File: config.mk
export PLATFORM = sky130hd
export DESIGN_NAME = t1as_status
export DESIGN_NICKNAME = d
export VERILOG_FILES = /design/src/shared/t1as_pkg.sv /design/src/core/t1as_status.sv
export SDC_FILE = /design/constraint.sdc
export NUM_CORES = 1
export LEC_CHECK = 0
export ABC_AREA = 1
export BUFFER_PORTS_ARGS = -buffer_cell sky130_fd_sc_hd__buf_2
export CORE_MARGIN = 5
export CORE_UTILIZATION = 35
export DETAILED_ROUTE_END_ITERATION = 10
export GPL_TIMING_DRIVEN = 0
export PLACE_DENSITY = 0.61
export RECOVER_POWER = 50
export SETUP_SLACK_MARGIN = 0.2
export SLEW_MARGIN = 25
export SYNTH_ARGS = -nofsm -noshare
export SYNTH_HDL_FRONTEND = slang
export SYNTH_SLANG_ARGS = --single-unit
export TNS_END_PERCENT = 1
File: constraint.sdc
create_clock -name mclk -period 5 [get_ports mclk]
set_input_delay 0.5 -clock mclk [delete_from_list [all_inputs] [get_ports mclk]]
set_output_delay 0.5 -clock mclk [all_outputs]
set_load 0.05 [all_outputs]
File: src/shared/t1as_pkg.sv
// Package: offsets, fields and timing of the T1 alarm and status registers
`default_nettype none
package t1as_pkg;
    // ************************************************************
    // Register offsets and index codes
    // ************************************************************
    localparam logic [7:0] ADDR_INFO3 = 8'h10;
    localparam logic [7:0] ADDR_STAT1 = 8'h20;
    localparam logic [7:0] ADDR_INFO2 = 8'h31;
    localparam logic [1:0] IDX_INFO3  = 2'h0;
    localparam logic [1:0] IDX_STAT1  = 2'h1;
    localparam logic [1:0] IDX_INFO2  = 2'h2;
    localparam logic [1:0] IDX_NONE   = 2'h3;
    localparam logic [7:0] RESET_VAL  = 8'h00;
    // ************************************************************
    // Field positions
    // ************************************************************
    localparam int BIT_LEVEL_LSB  = 6;
    localparam int BIT_JITTER     = 5;
    localparam int BIT_RXCLK_LOSS = 4;
    localparam int BIT_FRM_LOSS   = 3;
    localparam int BIT_ALARM_TOP  = 3;
    localparam logic [7:0] INFO3_LIVE  = 8'hC0;
    localparam logic [7:0] INFO3_UNDEF = 8'h07;
    // ************************************************************
    // Timing and detector counts
    // ************************************************************
    localparam int MCLK_NS        = 50;
    localparam int RXCLK_LOSS_NS  = 2000;
    localparam int TXCLK_LOSS_NS  = 5200;
    localparam int RXCLK_LOSS_CYC = (RXCLK_LOSS_NS + MCLK_NS - 1) / MCLK_NS;
    localparam int TXCLK_LOSS_CYC = (TXCLK_LOSS_NS + MCLK_NS - 1) / MCLK_NS;
    localparam int BLUE_WIN_NS    = 3000000;
    localparam int BLUE_WIN_CYC   = BLUE_WIN_NS / MCLK_NS;
    localparam int BLUE_SET_MAX   = 5;
    localparam int RED_ZEROS      = 192;
    localparam int RED_ONES       = 14;
    localparam int RED_WIN        = 112;
    localparam int DENS_ZEROS     = 16;
    localparam int YEL_CHANS      = 256;
    localparam int YEL_MIN        = 254;
    localparam int ESF_RUN        = 16;
    localparam int ESF_CLR_MAX    = 14;
    localparam int JA_MARGIN      = 4;
endpackage
`default_nettype wire

File: src/core/t1as_status.sv
// Alarm detectors and latched status registers of the T1 receive and transmit sides
`default_nettype none
// Contract
// - Framer reaching sync sets sync-regained flag, held until read.
// - Line carrier loss ending sets carrier-restored flag, held until read.
// - Transmit store overfill sets full flag; underflow sets empty flag.
// - Any transmit store slip, either direction, sets transmit-slip flag.
// - Blue alarm clearing sets blue-cleared flag, held until read.
// - Receive and transmit streams each flag pulse-density violations.
// - Two-bit field reports receive level in four bands.
// - Jitter FIFO within four bits of its limit sets limit-trip flag.
// - Receive clock still for 2 us sets clock-loss flag, within 4 us.
// - 192 zeros set framer carrier loss; 14 ones in 112 clear it.
// - Low three bits of info three always read zero; host ignores.
// - Loop-up and loop-down flags follow reception of programmed codes.
// - Transmit clock still 5.2 us flags loss, drives pin, falls back.
// - Any receive store slip sets receive-slip flag.
// - Blue set at five or fewer zeros per 3 ms, cleared at six.
// - Bit-2 mode: 254 of 256 channel zeros set yellow, fewer clear.
// - Twelfth F-bit mode: two ones set yellow, two zeros clear.
// - ESF: 16 consecutive 00FF set yellow; 14 or fewer of 16 clear.
// - 192 zeros set red; 14 ones in 112 from first one clear.
// - Loss-of-sync bit set while framer is out of sync.
// - Yellow bit set while yellow alarm is detected.
// - Bits latch until read; alarm bits stay set while alarm persists.
// - Written mask picks bits refreshed in the read copy; others hold.
// - Unmasked alarm change or status-one event pulls interrupt low until read.
module t1as_status #(
    parameter logic [15:0] BLUE_WIN_CYC = 16'(t1as_pkg::BLUE_WIN_CYC)
) (
    input  wire logic       mclk,
    input  wire logic       reset,
    input  wire logic [7:0] addr,
    input  wire logic       wr_en,
    input  wire logic       rd_en,
    input  wire logic [7:0] wdata,
    output logic      [7:0] rdata_q,
    output logic            int_n_q,
    input  wire logic [7:0] int_mask,
    input  wire logic       rx_clock_input,
    input  wire logic       tx_clock_input,
    input  wire logic       rx_positive_data,
    input  wire logic       rx_negative_data,
    input  wire logic       line_rx_tip,
    input  wire logic       line_rx_ring,
    input  wire logic       tx_data_bit,
    input  wire logic       framer_in_sync,
    input  wire logic       rx_store_slip,
    input  wire logic       tx_store_full,
    input  wire logic       tx_store_empty,
    input  wire logic       loop_up_match,
    input  wire logic       loop_down_match,
    input  wire logic [7:0] ja_fill,
    input  wire logic [7:0] ja_limit,
    input  wire logic [1:0] rx_level,
    input  wire logic       esf_mode,
    input  wire logic       yellow_mode_select,
    input  wire logic       bit2_strobe,
    input  wire logic       bit2_value,
    input  wire logic       fbit12_strobe,
    input  wire logic       fbit12_value,
    input  wire logic       dl_strobe,
    input  wire logic       dl_match,
    input  wire logic       loss_pin_select,
    input  wire logic       tx_clock_fallback_enable,
    output logic            loss_pin_q,
    output logic            tx_clk_from_rx_q
);

    function automatic logic [1:0] reg_idx(input logic [7:0] a);
        case (a)
            t1as_pkg::ADDR_INFO3: reg_idx = t1as_pkg::IDX_INFO3;
            t1as_pkg::ADDR_STAT1: reg_idx = t1as_pkg::IDX_STAT1;
            t1as_pkg::ADDR_INFO2: reg_idx = t1as_pkg::IDX_INFO2;
            default:              reg_idx = t1as_pkg::IDX_NONE;
        endcase
    endfunction

    // ************************************************************
    // Pin synchronisers
    // ************************************************************
    logic [6:0] pin_raw;
    logic [6:0] sync1_q;
    logic [6:0] sync2_q;
    logic [1:0] clk_last_q;
    assign pin_raw = {tx_data_bit, line_rx_ring, line_rx_tip, rx_negative_data,
                      rx_positive_data, tx_clock_input, rx_clock_input};
    always_ff @(posedge mclk) begin
        if (reset) begin
            sync1_q    <= 7'h00;
            sync2_q    <= 7'h00;
            clk_last_q <= 2'h0;
        end else begin
            sync1_q    <= pin_raw;
            sync2_q    <= sync1_q;
            clk_last_q <= sync2_q[1:0];
        end
    end
    logic rx_strobe;
    logic tx_strobe;
    logic [1:0] clk_edge;
    logic [1:0] line_bit;
    assign clk_edge  = sync2_q[1:0] ^ clk_last_q;
    assign rx_strobe = sync2_q[0] & ~clk_last_q[0];
    assign tx_strobe = sync2_q[1] & ~clk_last_q[1];
    assign line_bit  = {sync2_q[4] | sync2_q[5], sync2_q[2] | sync2_q[3]};

    // ************************************************************
    // Clock-loss counters, [0] receive, [1] transmit
    // ************************************************************
    logic [7:0] idle_q [2];
    logic [1:0] clk_loss;
    genvar g;
    generate
        for (g = 0; g < 2; g++) begin : g_cl
            localparam logic [7:0] LIM = (g == 0) ? 8'(t1as_pkg::RXCLK_LOSS_CYC)
                                                  : 8'(t1as_pkg::TXCLK_LOSS_CYC);
            always_ff @(posedge mclk) begin
                if (reset || clk_edge[g]) begin
                    idle_q[g] <= 8'h00;
                end else if (idle_q[g] != LIM) begin
                    idle_q[g] <= idle_q[g] + 8'h01;
                end
            end
            assign clk_loss[g] = (idle_q[g] == LIM);
        end
    endgenerate

    // ************************************************************
    // Carrier-loss detectors, [0] framer data, [1] line
    // ************************************************************
    logic [7:0] zrun_q [2];
    logic [6:0] win_q  [2];
    logic [3:0] ones_q [2];
    logic [1:0] inwin_q;
    logic [1:0] red_q;
    generate
        for (g = 0; g < 2; g++) begin : g_cd
            logic [4:0] ones_n;
            assign ones_n = {1'b0, ones_q[g]} + {4'h0, line_bit[g]};
            always_ff @(posedge mclk) begin
                if (reset) begin
                    zrun_q[g]  <= 8'h00;
                    win_q[g]   <= 7'h00;
                    ones_q[g]  <= 4'h0;
                    inwin_q[g] <= 1'b0;
                    red_q[g]   <= 1'b0;
                end else if (rx_strobe) begin
                    if (line_bit[g]) begin
                        zrun_q[g] <= 8'h00;
                    end else if (zrun_q[g] != 8'(t1as_pkg::RED_ZEROS)) begin
                        zrun_q[g] <= zrun_q[g] + 8'h01;
                    end
                    if (!red_q[g]) begin
                        if (!line_bit[g] && zrun_q[g] == 8'(t1as_pkg::RED_ZEROS - 1)) begin
                            red_q[g]   <= 1'b1;
                            inwin_q[g] <= 1'b0;
                        end
                    end else if (!inwin_q[g]) begin
                        if (line_bit[g]) begin
                            inwin_q[g] <= 1'b1;
                            win_q[g]   <= 7'h01;
                            ones_q[g]  <= 4'h1;
                        end
                    end else begin
                        win_q[g]  <= win_q[g] + 7'h01;
                        ones_q[g] <= ones_n[3:0];
                        if (ones_n >= 5'(t1as_pkg::RED_ONES)) begin
                            red_q[g]   <= 1'b0;
                            inwin_q[g] <= 1'b0;
                        end else if (win_q[g] == 7'(t1as_pkg::RED_WIN - 1)) begin
                            inwin_q[g] <= 1'b0;
                        end
                    end
                end
            end
        end
    endgenerate

    // ************************************************************
    // Pulse density, receive from framer data and transmit data
    // ************************************************************
    logic [3:0] tzrun_q;
    logic       rx_pdv;
    logic       tx_pdv;
    always_ff @(posedge mclk) begin
        if (reset) begin
            tzrun_q <= 4'h0;
        end else if (tx_strobe) begin
            tzrun_q <= sync2_q[6] ? 4'h0 : (tzrun_q == 4'hF ? 4'hF : tzrun_q + 4'h1);
        end
    end
    assign rx_pdv = rx_strobe & ~line_bit[0] & (zrun_q[0] == 8'(t1as_pkg::DENS_ZEROS - 1));
    assign tx_pdv = tx_strobe & ~sync2_q[6] & (tzrun_q == 4'(t1as_pkg::DENS_ZEROS - 1));

    // ************************************************************
    // Blue alarm over a fixed window
    // ************************************************************
    logic [15:0] btmr_q;
    logic [2:0]  bzero_q;
    logic [2:0]  bzero_n;
    logic        blue_q;
    assign bzero_n = (rx_strobe && !line_bit[0] && bzero_q != 3'h6) ? bzero_q + 3'h1 : bzero_q;
    always_ff @(posedge mclk) begin
        if (reset) begin
            btmr_q  <= 16'h0000;
            bzero_q <= 3'h0;
            blue_q  <= 1'b0;
        end else if (btmr_q == BLUE_WIN_CYC - 16'h0001) begin
            btmr_q  <= 16'h0000;
            bzero_q <= 3'h0;
            blue_q  <= (bzero_n <= 3'(t1as_pkg::BLUE_SET_MAX));
        end else begin
            btmr_q  <= btmr_q + 16'h0001;
            bzero_q <= bzero_n;
        end
    end

    // ************************************************************
    // Yellow alarm in three modes
    // ************************************************************
    logic [7:0] ych_q;
    logic [8:0] yzero_q;
    logic [8:0] yzero_n;
    logic       f12_last_q;
    logic [4:0] drun_q;
    logic [3:0] dwin_q;
    logic [4:0] dhit_q;
    logic [4:0] dhit_n;
    logic       yel_q;
    assign yzero_n = yzero_q + {8'h00, ~bit2_value};
    assign dhit_n  = dhit_q + {4'h0, dl_match};
    always_ff @(posedge mclk) begin
        if (reset) begin
            ych_q      <= 8'h00;
            yzero_q    <= 9'h000;
            f12_last_q <= 1'b0;
            drun_q     <= 5'h00;
            dwin_q     <= 4'h0;
            dhit_q     <= 5'h00;
            yel_q      <= 1'b0;
        end else if (esf_mode) begin
            if (dl_strobe) begin
                drun_q <= !dl_match ? 5'h00 : (drun_q == 5'h10 ? drun_q : drun_q + 5'h01);
                dwin_q <= dwin_q + 4'h1;
                dhit_q <= (dwin_q == 4'hF) ? 5'h00 : dhit_n;
                if (!yel_q && dl_match && drun_q == 5'(t1as_pkg::ESF_RUN - 1)) begin
                    yel_q  <= 1'b1;
                    dwin_q <= 4'h0;
                    dhit_q <= 5'h00;
                end else if (yel_q && dwin_q == 4'hF && dhit_n <= 5'(t1as_pkg::ESF_CLR_MAX)) begin
                    yel_q <= 1'b0;
                end
            end
        end else if (yellow_mode_select) begin
            if (fbit12_strobe) begin
                f12_last_q <= fbit12_value;
                if (f12_last_q == fbit12_value) begin
                    yel_q <= fbit12_value;
                end
            end
        end else if (bit2_strobe) begin
            ych_q   <= ych_q + 8'h01;
            yzero_q <= (ych_q == 8'(t1as_pkg::YEL_CHANS - 1)) ? 9'h000 : yzero_n;
            if (ych_q == 8'(t1as_pkg::YEL_CHANS - 1)) begin
                yel_q <= (yzero_n >= 9'(t1as_pkg::YEL_MIN));
            end
        end
    end

    // ************************************************************
    // Event collection and edge detection
    // ************************************************************
    logic       insync_last_q;
    logic       red_last_q;
    logic       blue_last_q;
    logic [3:0] alm_last_q;
    logic [3:0] alm_now;
    logic       jitter_limit_trip;
    logic [7:0] ev [3];
    logic [7:0] live [3];
    always_ff @(posedge mclk) begin
        if (reset) begin
            // Seeded as in sync so a framer already locked at release gives no false regain event
            insync_last_q <= 1'b1;
            red_last_q    <= 1'b0;
            blue_last_q   <= 1'b0;
            alm_last_q    <= 4'h0;
        end else begin
            insync_last_q <= framer_in_sync;
            red_last_q    <= red_q[1];
            blue_last_q   <= blue_q;
            alm_last_q    <= alm_now;
        end
    end
    assign alm_now = {blue_q, yel_q, red_q[1], ~framer_in_sync};
    assign jitter_limit_trip    = ({1'b0, ja_fill} + 9'(t1as_pkg::JA_MARGIN)) >= {1'b0, ja_limit};
    assign ev[t1as_pkg::IDX_STAT1] = {loop_up_match, loop_down_match, clk_loss[1], rx_store_slip, alm_now};
    assign ev[t1as_pkg::IDX_INFO2] = {framer_in_sync & ~insync_last_q,
                                      red_last_q & ~red_q[1],
                                      tx_store_full, tx_store_empty,
                                      tx_store_full | tx_store_empty,
                                      blue_last_q & ~blue_q,
                                      rx_pdv, tx_pdv};
    assign ev[t1as_pkg::IDX_INFO3] = {2'h0, jitter_limit_trip, clk_loss[0], red_q[0], 3'h0};
    assign live[t1as_pkg::IDX_INFO3] = {rx_level, 6'h00};
    assign live[t1as_pkg::IDX_STAT1] = 8'h00;
    assign live[t1as_pkg::IDX_INFO2] = 8'h00;

    // ************************************************************
    // Latches, read copies and host access
    // ************************************************************
    // Clear acts on the read copy, so an event landing after the mask
    // write survives the read and is seen on the next poll.
    logic [7:0] lat_q  [3];
    logic [7:0] shown_q [3];
    logic [7:0] src    [3];
    logic [7:0] clr    [3];
    logic [1:0] wi;
    logic [1:0] ri;
    assign wi = wr_en ? reg_idx(addr) : t1as_pkg::IDX_NONE;
    assign ri = rd_en ? reg_idx(addr) : t1as_pkg::IDX_NONE;
    generate
        for (g = 0; g < 3; g++) begin : g_reg
            assign src[g] = (g == 0) ? ((lat_q[g] & ~t1as_pkg::INFO3_LIVE & ~t1as_pkg::INFO3_UNDEF) | live[g])
                                     : lat_q[g];
            assign clr[g] = (ri == 2'(g)) ? shown_q[g] : 8'h00;
            always_ff @(posedge mclk) begin
                if (reset) begin
                    lat_q[g]   <= t1as_pkg::RESET_VAL;
                    shown_q[g] <= t1as_pkg::RESET_VAL;
                end else begin
                    lat_q[g] <= (lat_q[g] & ~clr[g]) | ev[g];
                    if (wi == 2'(g)) begin
                        shown_q[g] <= (wdata & src[g]) | (~wdata & shown_q[g]);
                    end
                end
            end
        end
    endgenerate
    always_ff @(posedge mclk) begin
        if (reset) begin
            rdata_q <= t1as_pkg::RESET_VAL;
        end else if (rd_en) begin
            rdata_q <= (ri == t1as_pkg::IDX_NONE) ? 8'h00 : shown_q[ri];
        end
    end

    // ************************************************************
    // Interrupt and loss pin
    // ************************************************************
    logic [7:0] irq_q;
    logic [7:0] irq_set;
    assign irq_set = {ev[t1as_pkg::IDX_STAT1][7:4], alm_now ^ alm_last_q};
    always_ff @(posedge mclk) begin
        if (reset) begin
            irq_q            <= 8'h00;
            int_n_q          <= 1'b1;
            loss_pin_q       <= 1'b0;
            tx_clk_from_rx_q <= 1'b0;
        end else begin
            irq_q            <= (irq_q & ~clr[t1as_pkg::IDX_STAT1]) | irq_set;
            int_n_q          <= ~|(irq_q & int_mask);
            loss_pin_q       <= loss_pin_select ? clk_loss[1] : ~framer_in_sync;
            tx_clk_from_rx_q <= tx_clock_fallback_enable & clk_loss[1];
        end
    end
endmodule
`default_nettype wire

==> impl_metrics.ini, run 1 <==
[placed_design]
hpwlAfterDp_um = 16600
port-buffer-count = 77
dp_cells = 1682
gp_congestion = 0.798

[drt]
firstDrtPassIters = 5
vias_per_cell = 4.70
drc = 0
routed_wl_um = 22200
ant_nets = 0
drtIter0Drc = 503
num_vias = 8064
wire_per_inst_um = 12.9

[worst_setup_path]
slowest_stage = o211ai_1
end_kind = flop
cp.required_ns = 5.06
slowest_delay_ns = 0.38
worstPathCellList = ha_1 -> inv_1 -> nor2_1 -> inv_1 -> nor2_1 -> inv_1 -> nor2_1 -> inv_2 -> o211ai_1
critPathKind = reg2reg
cp.arrival_ns = 2.56
critPathLaunchType = flop
crit_fanout = 8

[synthesis]
synth_top_family_by_area = simple AND/OR/NAND/NOR gates
ys_warn_count = 0
synth_fa_ha_area_share_pct = 5.04
synth_compound_area_share_pct = 9.90
synthMuxAreaShare_pct = 0
yosysUniqueCellTypes = 52
synth-seq-cells = 198
syn_avg_cell_area_um2 = 8.09
synth-simple-area-share_pct = 26.2
syn_area_mm2 = 0.00992
yosysSeqAreaShare_pct = 47.8
synthArstFlopShare_pct = 0
synth_cells = 1227
synth-edff-count = 78
synth_xor_area_share_pct = 2.47
syn-num-nets = 1336
ys.flop_type = dfxtp_1

[grt]
grt_antenna_before_repair = 0
grt_max_degree = 18
grtUsageTotal_pct = 14.3
grt_pass1_vias = 7571
grt_pass1_wl_um = 36900
grt_overflow = 0

[cells_and_area]
fin_cells = 1714
diodes = 0
drive_gt1_share_pct = 10.3
area_growth_syn_to_layout_pct = 13.6
fillCellCount = 2809
nets = 1432

[clock_tree]
worstSkewPairLatency_ns = 0.44
post_cts_buffers = 0
cts_tree = done
clk_pin_slew_ns = 0.07
cts_max_level = 4
cts_resized = 0
postCtsHoldBufs = 0
cts_max_path_buffers = 2
clkSinkCount = 198
clockRootBuffer = clkbuf_16
numCtsBuffers = 17

[status]
status = finished clean

[sta]
fin_setup_tns_ns = 0
max_slew.worst_pin.slew_ns = 0.855
whs_ns = 0.254
fmax_ghz = 0.400
period_share_pct = 49.9
hold_violations = 0
fin_skew_ns = 0.0105
rsz0062_at_grt = no
period_needed_ns = 2.50
slew_headroom_pct = 43.0
finalMaxSlewViolations = 0
setup_viol = 0

[run]
maxCapViolCount = 0

[floorplan]
die_h_um = 178
die_x_um = 178
pin_count = 80
rows = 61
die-area_mm2 = 0.0318
initial_utilization_pct = 35.6
core_mm2 = 0.0279

[power]
ir_drop_uv = 210
p_per_area_mw_per_mm2 = 295
p_leak_nw = 4.59

[worst_hold_path]
hold_path_class = in2reg
[area by class of cell]
type	count	area (µm²)	area share, %
Clock buffer	22	497	4.41
Timing Repair Buffer	77	372	3.30
Multi-Input combinational cell	816	4290	38.1
Sequential cell	198	4740	42.1
Tap cell	378	473	4.20
Inverter	195	732	6.49
Buffer	18	92.6	0.821
Clock inverter	10	68.8	0.611
[layer usage]
metal / vias up / part of all wire, % / GRT usage (%)
met2: 129 / 45 / 22.7
met3: 23 / 4.6 / 2.84
met1: 3697 / 49 / 19.8
met5: - / 0 / 0
li1: 4215 / - / -
met4: 0 / 1.3 / 4.13
[sequential cells by signal, summed over array words and instances, names as in the netlist, 9 cells and up]
| name | cells |
|---|---|
| btmr_q | 16 |
| zrun_q | 16 |
| win_q | 14 |
| shown_q | 24 |
| yzero_q | 9 |
| idle_q | 16 |
| lat_q | 19 |
[kinds of logic (layout without fill, tap and decap cells)]
family	count (synthesis)	after routing
flops	198	198
xor+xnor	28	28
simple gates	575	575
compound gates	173	173
buf+inv	213	322
fa+ha+maj	40	40
[Yosys cell counts (3+ instances only)]
library cell	instances	area (µm²)
nand3b_1	7	52.6
edfxtp_1	78	2340
nor4_1	5	31.3
nand3_1	63	315
nor2_1	160	601
nor2_8	3	60.1
a21oi_2	7	61.3
inv_1	183	687
a31oi_1	3	18.8
dfxtp_1	120	2400
a221oi_1	3	26.3
nor2_2	10	62.6
clkbuf_1	10	37.5
nor3_1	23	115
o21a_1	3	22.5
or2_2	4	25.0
ha_1	40	500
a211oi_1	3	22.5
inv_2	10	37.5
clkbuf_8	3	41.3
nand2_1	240	901
nand4_1	33	206
nand2_2	5	31.3
nor2_4	3	33.8
a21oi_1	103	515
xor2_1	19	166
nor3b_1	9	67.6
o211ai_1	5	37.5
xnor2_1	9	78.8
o21ai_0	35	175
[metrics by stage]
stage	util [%]	instance area [µm²]	power (W)	worst slack, ns
6_report	40.5	11300	0.00332	2.50
5_1_grt	40.5	11300	0.00347	2.30
4_1_cts	40.7	11300	0.00336	2.67
3_5_place_dp	38.7	10800	0.00204	2.45
3_3_place_gp	38.7	10800	0.00204	2.44
2_1_floorplan	-	9920	0.00194	3.10
[where the power goes]
group          total [W]  switching, W  leakage [nW]  internal, W
combinational   0.000244      0.000159          2.49    0.0000853
sequential       0.00175     0.0000311          1.81      0.00172
clock            0.00133      0.000614         0.285     0.000712
[layout by cell type, fill, tap and decap left out, types with 3 or more instances in the layout]
master     synthesis  layout
inv_2             10       6
nor2_8             3       3
dfxtp_1          120     120
nor4_1             5       5
buf_2              2      66
a31oi_1            3       3
clkinv_4           0       3
edfxtp_1          78      78
o211ai_1           5       5
xor2_1            19      19
nand4_1           33      33
nand2_1          240     240
a221oi_1           3       3
xnor2_1            9       9
nor3b_1            9       9
inv_1            183     187
nand2_2            5       5
o21a_1             3       3
a211oi_1           3       3
a21oi_1          103     104
ha_1              40      40
a21oi_2            7       6
clkbuf_16          0      19
nand3b_1           7       7
clkinv_2           0       5
or2_2              4       3
nor2_2            10       6
nor3_1            23      23
o21ai_0           35      35
nand3_1           63      65
clkbuf_1          10      27
nor2_1           160     165
[final timing paths]
check	cells past startpoint	slack, ns	endpoint	from
worst max register to register	9	2.50	zrun_q[0][4]	sync2_q[0]
worst min register to register	2	0.40	sync2_q[6]	sync1_q[6]
worst min-delay path	2	0.25	loss_pin_q	loss_pin_select
worst max-delay path	9	2.50	zrun_q[0][4]	sync2_q[0]
[worst max-delay path, delay by kind of cell, from the launching register on]
kind | cells | cell delay [ns]
fa+ha+maj | 1 | 0.19
simple gates | 3 | 0.72
flops | 1 | 0.34
compound gates | 1 | 0.38
buf+inv | 4 | 0.50
Power figures use the tool's default switching activity.
==> run 2, diff against run 1 <==
PLACE_DENSITY = 0.63   (was 0.61)
clock period = 2.23 ns   (was 5 ns; I/O delays follow)
==> run 2 against run 1 <==
Critical path depth grew 1. Sequential cell count unchanged. Clock skew is essentially flat. Combinational power grew 130%. Maximum frequency increased by 24%. Sequential power increased by 120%. Via count grew 0.66%. Global-route usage is 0.32 points higher. Core utilization up 0.52 points. Final area is 1.3% higher. Critical endpoint is now zrun_q[0][3].
==> impl_metrics.ini, run 2 (same netlist as run 1, synthesis figures left out) <==
[cells_and_area]
top_register = shown_q
utilization_pct = 41.0
diodes = 0
layout_common_cells = nand2_1 (239), inv_1 (186), nor2_1 (163)
nets = 1442
drive_gt1_share_pct = 10.8
reg_top3 = shown_q x24, lat_q x19
fillCellCount = 2844
largest_reg_flops = 24
fin_area_mm2 = 0.0114
area_growth_syn_to_layout_pct = 15.0
final_common_cell = nand2_1

[power]
sw_frac_of_total_pct = 24.1
ir_drop_uv = 466
p_per_area_mw_per_mm2 = 674
comb_power_share_pct = 7.3
p_leak_nw = 4.64
seq_power_share_pct = 51.1
p_sw_w = 0.00185
clock_power_share_pct = 41.5
p_int_w = 0.00584

[clock_tree]
cts_tree = done
clkSinkCount = 198
clockRootBuffer = clkbuf_16
clk_pin_slew_ns = 0.07
cts_max_path_buffers = 2
cts_max_level = 4
numCtsBuffers = 17
worstSkewPairLatency_ns = 0.44

[sta]
setup_viol = 0
fin_setup_tns_ns = 0
period_share_pct = 90.5
max_slew.worst_pin.slew_ns = 0.948
fin_skew_ns = 0.0107
whs_ns = 0.0206
rsz0062_at_grt = yes
fmax_ghz = 0.496
period_needed_ns = 2.02
slew_headroom_pct = 36.8
finalMaxSlewViolations = 0
layout_setup_ws_ns = 0.212
hold_violations = 0

[placed_design]
hpwlAfterDp_um = 16600
port-buffer-count = 77
dp_slack_ns = -0.0492
gp_congestion = 0.833
postPlaceCellArea_mm2 = 0.0108

[drt]
drtIter0Drc = 567
drc = 0
firstDrtPassIters = 5
num_vias = 8117
routed_wl_um = 22400
wire_per_inst_um = 13.0
vias_per_cell = 4.71
ant_nets = 0

[floorplan]
die_x_um = 178
core_mm2 = 0.0279
die_h_um = 178
pin_count = 80
rows = 61
initial_utilization_pct = 35.6
die-area_mm2 = 0.0318

[worst_setup_path]
startpoint = sync2_q[0]
end_kind = flop
crit_fanout = 8
rr_startpoint = sync2_q[0]
worstPathCellList = ha_1 -> inv_2 -> nor2_4 -> inv_1 -> nor2_2 -> inv_1 -> nor2_1 -> inv_2 -> o211ai_1 -> buf_4
critPathLaunchType = flop
slowest_stage = dfxtp_1
cp.required_ns = 2.38
slowest_delay_ns = 0.34
cp.arrival_ns = 2.17
critPathKind = reg2reg
ff2ff_setup_slack_ns = 0.21

[grt]
grt_overflow = 0
grt_max_degree = 18
grt_pass1_wl_um = 37800
grt_antenna_before_repair = 1
grtUsageTotal_pct = 14.6
grt_pass1_vias = 7791

[status]
status = finished clean

[run]
maxCapViolCount = 0

[worst_hold_path]
hold_path_class = in2reg
hp-start = line_rx_ring
==> run 2: layout make-up <==
cell class / count / area, µm² / share of cell area (%)
tap: 378 / 473 / 4.14
clock inverter: 15 / 176 / 1.55
clock buffer: 17 / 425 / 3.73
inverter: 195 / 732 / 6.41
sequential: 198 / 4740 / 41.6
buffer: 18 / 92.6 / 0.811
timing repair buffer: 87 / 467 / 4.09
multi-input combinational: 816 / 4300 / 37.7
==> run 2: path summary, 6_finish.rpt <==
kind | endpoint | depth (start not counted)
max | zrun_q[0][3] | 10
min | sync1_q[5] | 3
max reg2reg | zrun_q[0][3] | 10
min reg2reg | sync2_q[5] | 2
==> run 2: stage by stage <==
step	cells	power [W]
2_1_floorplan	1227	0.00436
5_1_grt	1724	0.00802
3_5_place_dp	1682	0.00458
6_report	1724	0.00769
4_1_cts	1723	0.00777
3_3_place_gp	1682	0.00456
==> run 2: per-layer routing <==
layer / vias up / wire, µm / global-route usage (%)
met4: 0 / 252 / 3.55
li1: 4235 / - / -
met5: - / 0 / 0
met3: 22 / 1020 / 2.92
met2: 140 / 10300 / 23.7
met1: 3720 / 10800 / 20.1
==> run 2: power by group through the flow <==
stage / registers, W / logic, W / clock network (W)
2_1_floorplan: 0.00401 / 0.000354 / 0
4_1_cts: 0.00393 / 0.000577 / 0.00326
3_3_place_gp: 0.00401 / 0.000553 / 0
3_5_place_dp: 0.00402 / 0.000561 / 0
6_report: 0.00393 / 0.000564 / 0.00320
5_1_grt: 0.00395 / 0.000650 / 0.00343
==> run 2: timing repair <==
action	4_1_cts	5_1_grt
buffers inserted	1	1
setup endpoints to repair	30	45
gates resized for setup	0	2
pin swaps	2	0
hold buffers	8	0
hold endpoints to repair	8	0
==> run 2: critical path: cells and delay by family, from the launching register on <==
kind | cells | cell delay [ns]
flip-flops | 1 | 0.34
adder cells (fa/ha/maj) | 1 | 0.21
AO/OA/AOI/OAI | 1 | 0.10
AND/OR/NAND/NOR | 3 | 0.47
buffers and inverters | 5 | 0.61
==> run 3, diff against run 2 <==
CTS_BUF_LIST = sky130_fd_sc_hd__clkbuf_4   (was unset)
PLACE_DENSITY = 0.61   (was 0.63)
clock period = 2 ns   (was 2.23 ns; I/O delays follow)
==> run 3 against run 2 <==
Clock power down 25%. Register-to-register slack about the same. Critical endpoint is now zrun_q[0][2]. Highest routed layer unchanged. Clock-buffer cell count unchanged.
==> impl_metrics.ini, run 3 (same netlist as run 1, synthesis figures left out) <==
[sta]
hold_violations = 0
finalMaxSlewViolations = 0
whs_ns = 0.0526
fmax_ghz = 0.559
slew_headroom_pct = 36.1
fin_skew_ns = 0.0190
period_share_pct = 89.4
setup_viol = 0
period_needed_ns = 1.79
layout_setup_ws_ns = 0.212
rsz0062_at_grt = yes
max_slew.worst_pin.slew_ns = 0.959

[drt]
dr_wl_met2_um = 10700
wire_per_inst_um = 12.9
drc = 0
drtIter0Drc = 442
firstDrtPassIters = 5
dr.max_layer_used = met4
wl_met1_um = 10900
routed_wl_um = 22700
vias_per_cell = 4.69
ant_nets = 0
dr_wl_met3_um = 937
num_vias = 8233

[floorplan]
core_mm2 = 0.0279
initial_utilization_pct = 35.6
die-area_mm2 = 0.0318
pin_count = 80
rows = 61
die_x_um = 178
die_h_um = 178

[clock_tree]
clk_pin_slew_ns = 0.16
cts_tree = done
clockRootBuffer = clkbuf_4
clkSinkCount = 198
numCtsBuffers = 17
cts_max_path_buffers = 2
worstSkewPairLatency_ns = 0.57
cts_max_level = 4

[worst_setup_path]
r2r-end = zrun_q[0][2]
critPathLaunchType = flop
cp.arrival_ns = 2.09
crit_fanout = 8
crit_top_cell = nor2_4
end_kind = flop
worstPathCellList = ha_4 -> inv_6 -> nor2_4 -> inv_1 -> nor2_4 -> inv_2 -> nor2_4 -> inv_4 -> o211ai_1 -> buf_4
ff2ff_setup_slack_ns = 0.21
r2r.worst_path.cells = 10
critPathKind = reg2reg
slowest_delay_ns = 0.39
cp.required_ns = 2.30
rr_startpoint = sync2_q[0]
slowest_stage = dfxtp_2

[cells_and_area]
fillCellCount = 2827
final_common_cell = nand2_1
layout_common_cells = nand2_1 (237), inv_1 (184), nor2_1 (159)
top_register = shown_q
nets = 1471
area_growth_syn_to_layout_pct = 16.3
drive_gt1_share_pct = 11.9
fin_cells = 1754
largest_reg_flops = 24
reg_top3 = shown_q x24, lat_q x19
utilization_pct = 41.4

[power]
p_per_area_mw_per_mm2 = 647
p_leak_nw = 4.65
ir_drop_uv = 336
power.total_w = 0.00747

[placed_design]
dp_slack_ns = -0.260
gp_congestion = 0.811
port-buffer-count = 77
dp_cells = 1682
hpwlAfterDp_um = 16600

[grt]
grt_max_degree = 18
grt_antenna_before_repair = 1
grtUsageTotal_pct = 14.5
grt_pass1_vias = 7846
grt_pass1_wl_um = 37600
grt_overflow = 0

[worst_hold_path]
min_path_cells = 6
hp-start = yellow_mode_select
whs_endpoint = ych_q[2]
hold_path_class = in2reg

[run]
maxCapViolCount = 0

[status]
status = finished clean
-- run 3: changes by cell type in the layout (fill, tap and decap cells not counted), moves of 3 or more --
cell	change
ha_1	-4
nor2_1	-4
buf_4	+3
dlygate4sd3_1	+26
clkbuf_16	-17
clkbuf_4	+17
nor2_4	+5
ha_2	+3
-- run 3: worst max-delay path by stage --
stage                   from           end
6_report          sync2_q[0]  zrun_q[0][2]
5_1_grt        clk_last_q[0]   win_q[0][4]
4_1_cts         zrun_q[0][0]  zrun_q[0][7]
3_5_place_dp    zrun_q[1][0]  zrun_q[1][1]
3_3_place_gp           reset  zrun_q[1][0]
2_1_floorplan   zrun_q[1][0]  zrun_q[1][0]
-- run 3: routing by layer --
layer	GRT usage (%)	up-vias
li1	-	4300
met1	19.7	3779
met2	24.2	143
met3	2.86	11
met4	2.69	0
met5	0	-
-- run 3: power by group --
group          switching (W)  internal, W
combinational       0.000418     0.000272
sequential         0.0000812      0.00431
clock                0.00139      0.00100
total                0.00189      0.00558
-- run 3: per-stage QoR --
step                      setup TNS [ns]  cell area [µm²]
after detailed placement          -11.39            10800
after CTS                              0            11500
after global routing                   0            11500
final                                  0            11500
after global placement            -11.12            10800
after floorplan                        0             9920
-- run 3: repair_timing --
action | 4_1_cts | 5_1_grt
setup buffers | 1 | 4
endpoints found under the hold margin | 49 | 0
resized for setup | 20 | 15
hold buffers | 34 | 0
pin swaps | 2 | 3
setup endpoints to repair | 48 | 57
-- run 3: final cells by class --
type | count | area (µm²) | area share [%]
buffer | 18 | 92.6 | 0.802
multi-input combinational | 816 | 4410 | 38.2
sequential | 198 | 4750 | 41.1
timing repair buffer | 116 | 747 | 6.47
antenna | 1 | 2.50 | 0.0217
inverter | 195 | 739 | 6.41
tap | 378 | 473 | 4.10
clock inverter | 15 | 201 | 1.75
clock buffer | 17 | 128 | 1.11
-- run 3: critical path: cells and delay by family (launching register included) --
kind	cells	cell delay, ns
DFF	1	0.39
buffers and inverters	5	0.49
and+or+nand+nor	3	0.36
adders and majority gates	1	0.17
AOI/OAI and AO/OA	1	0.08
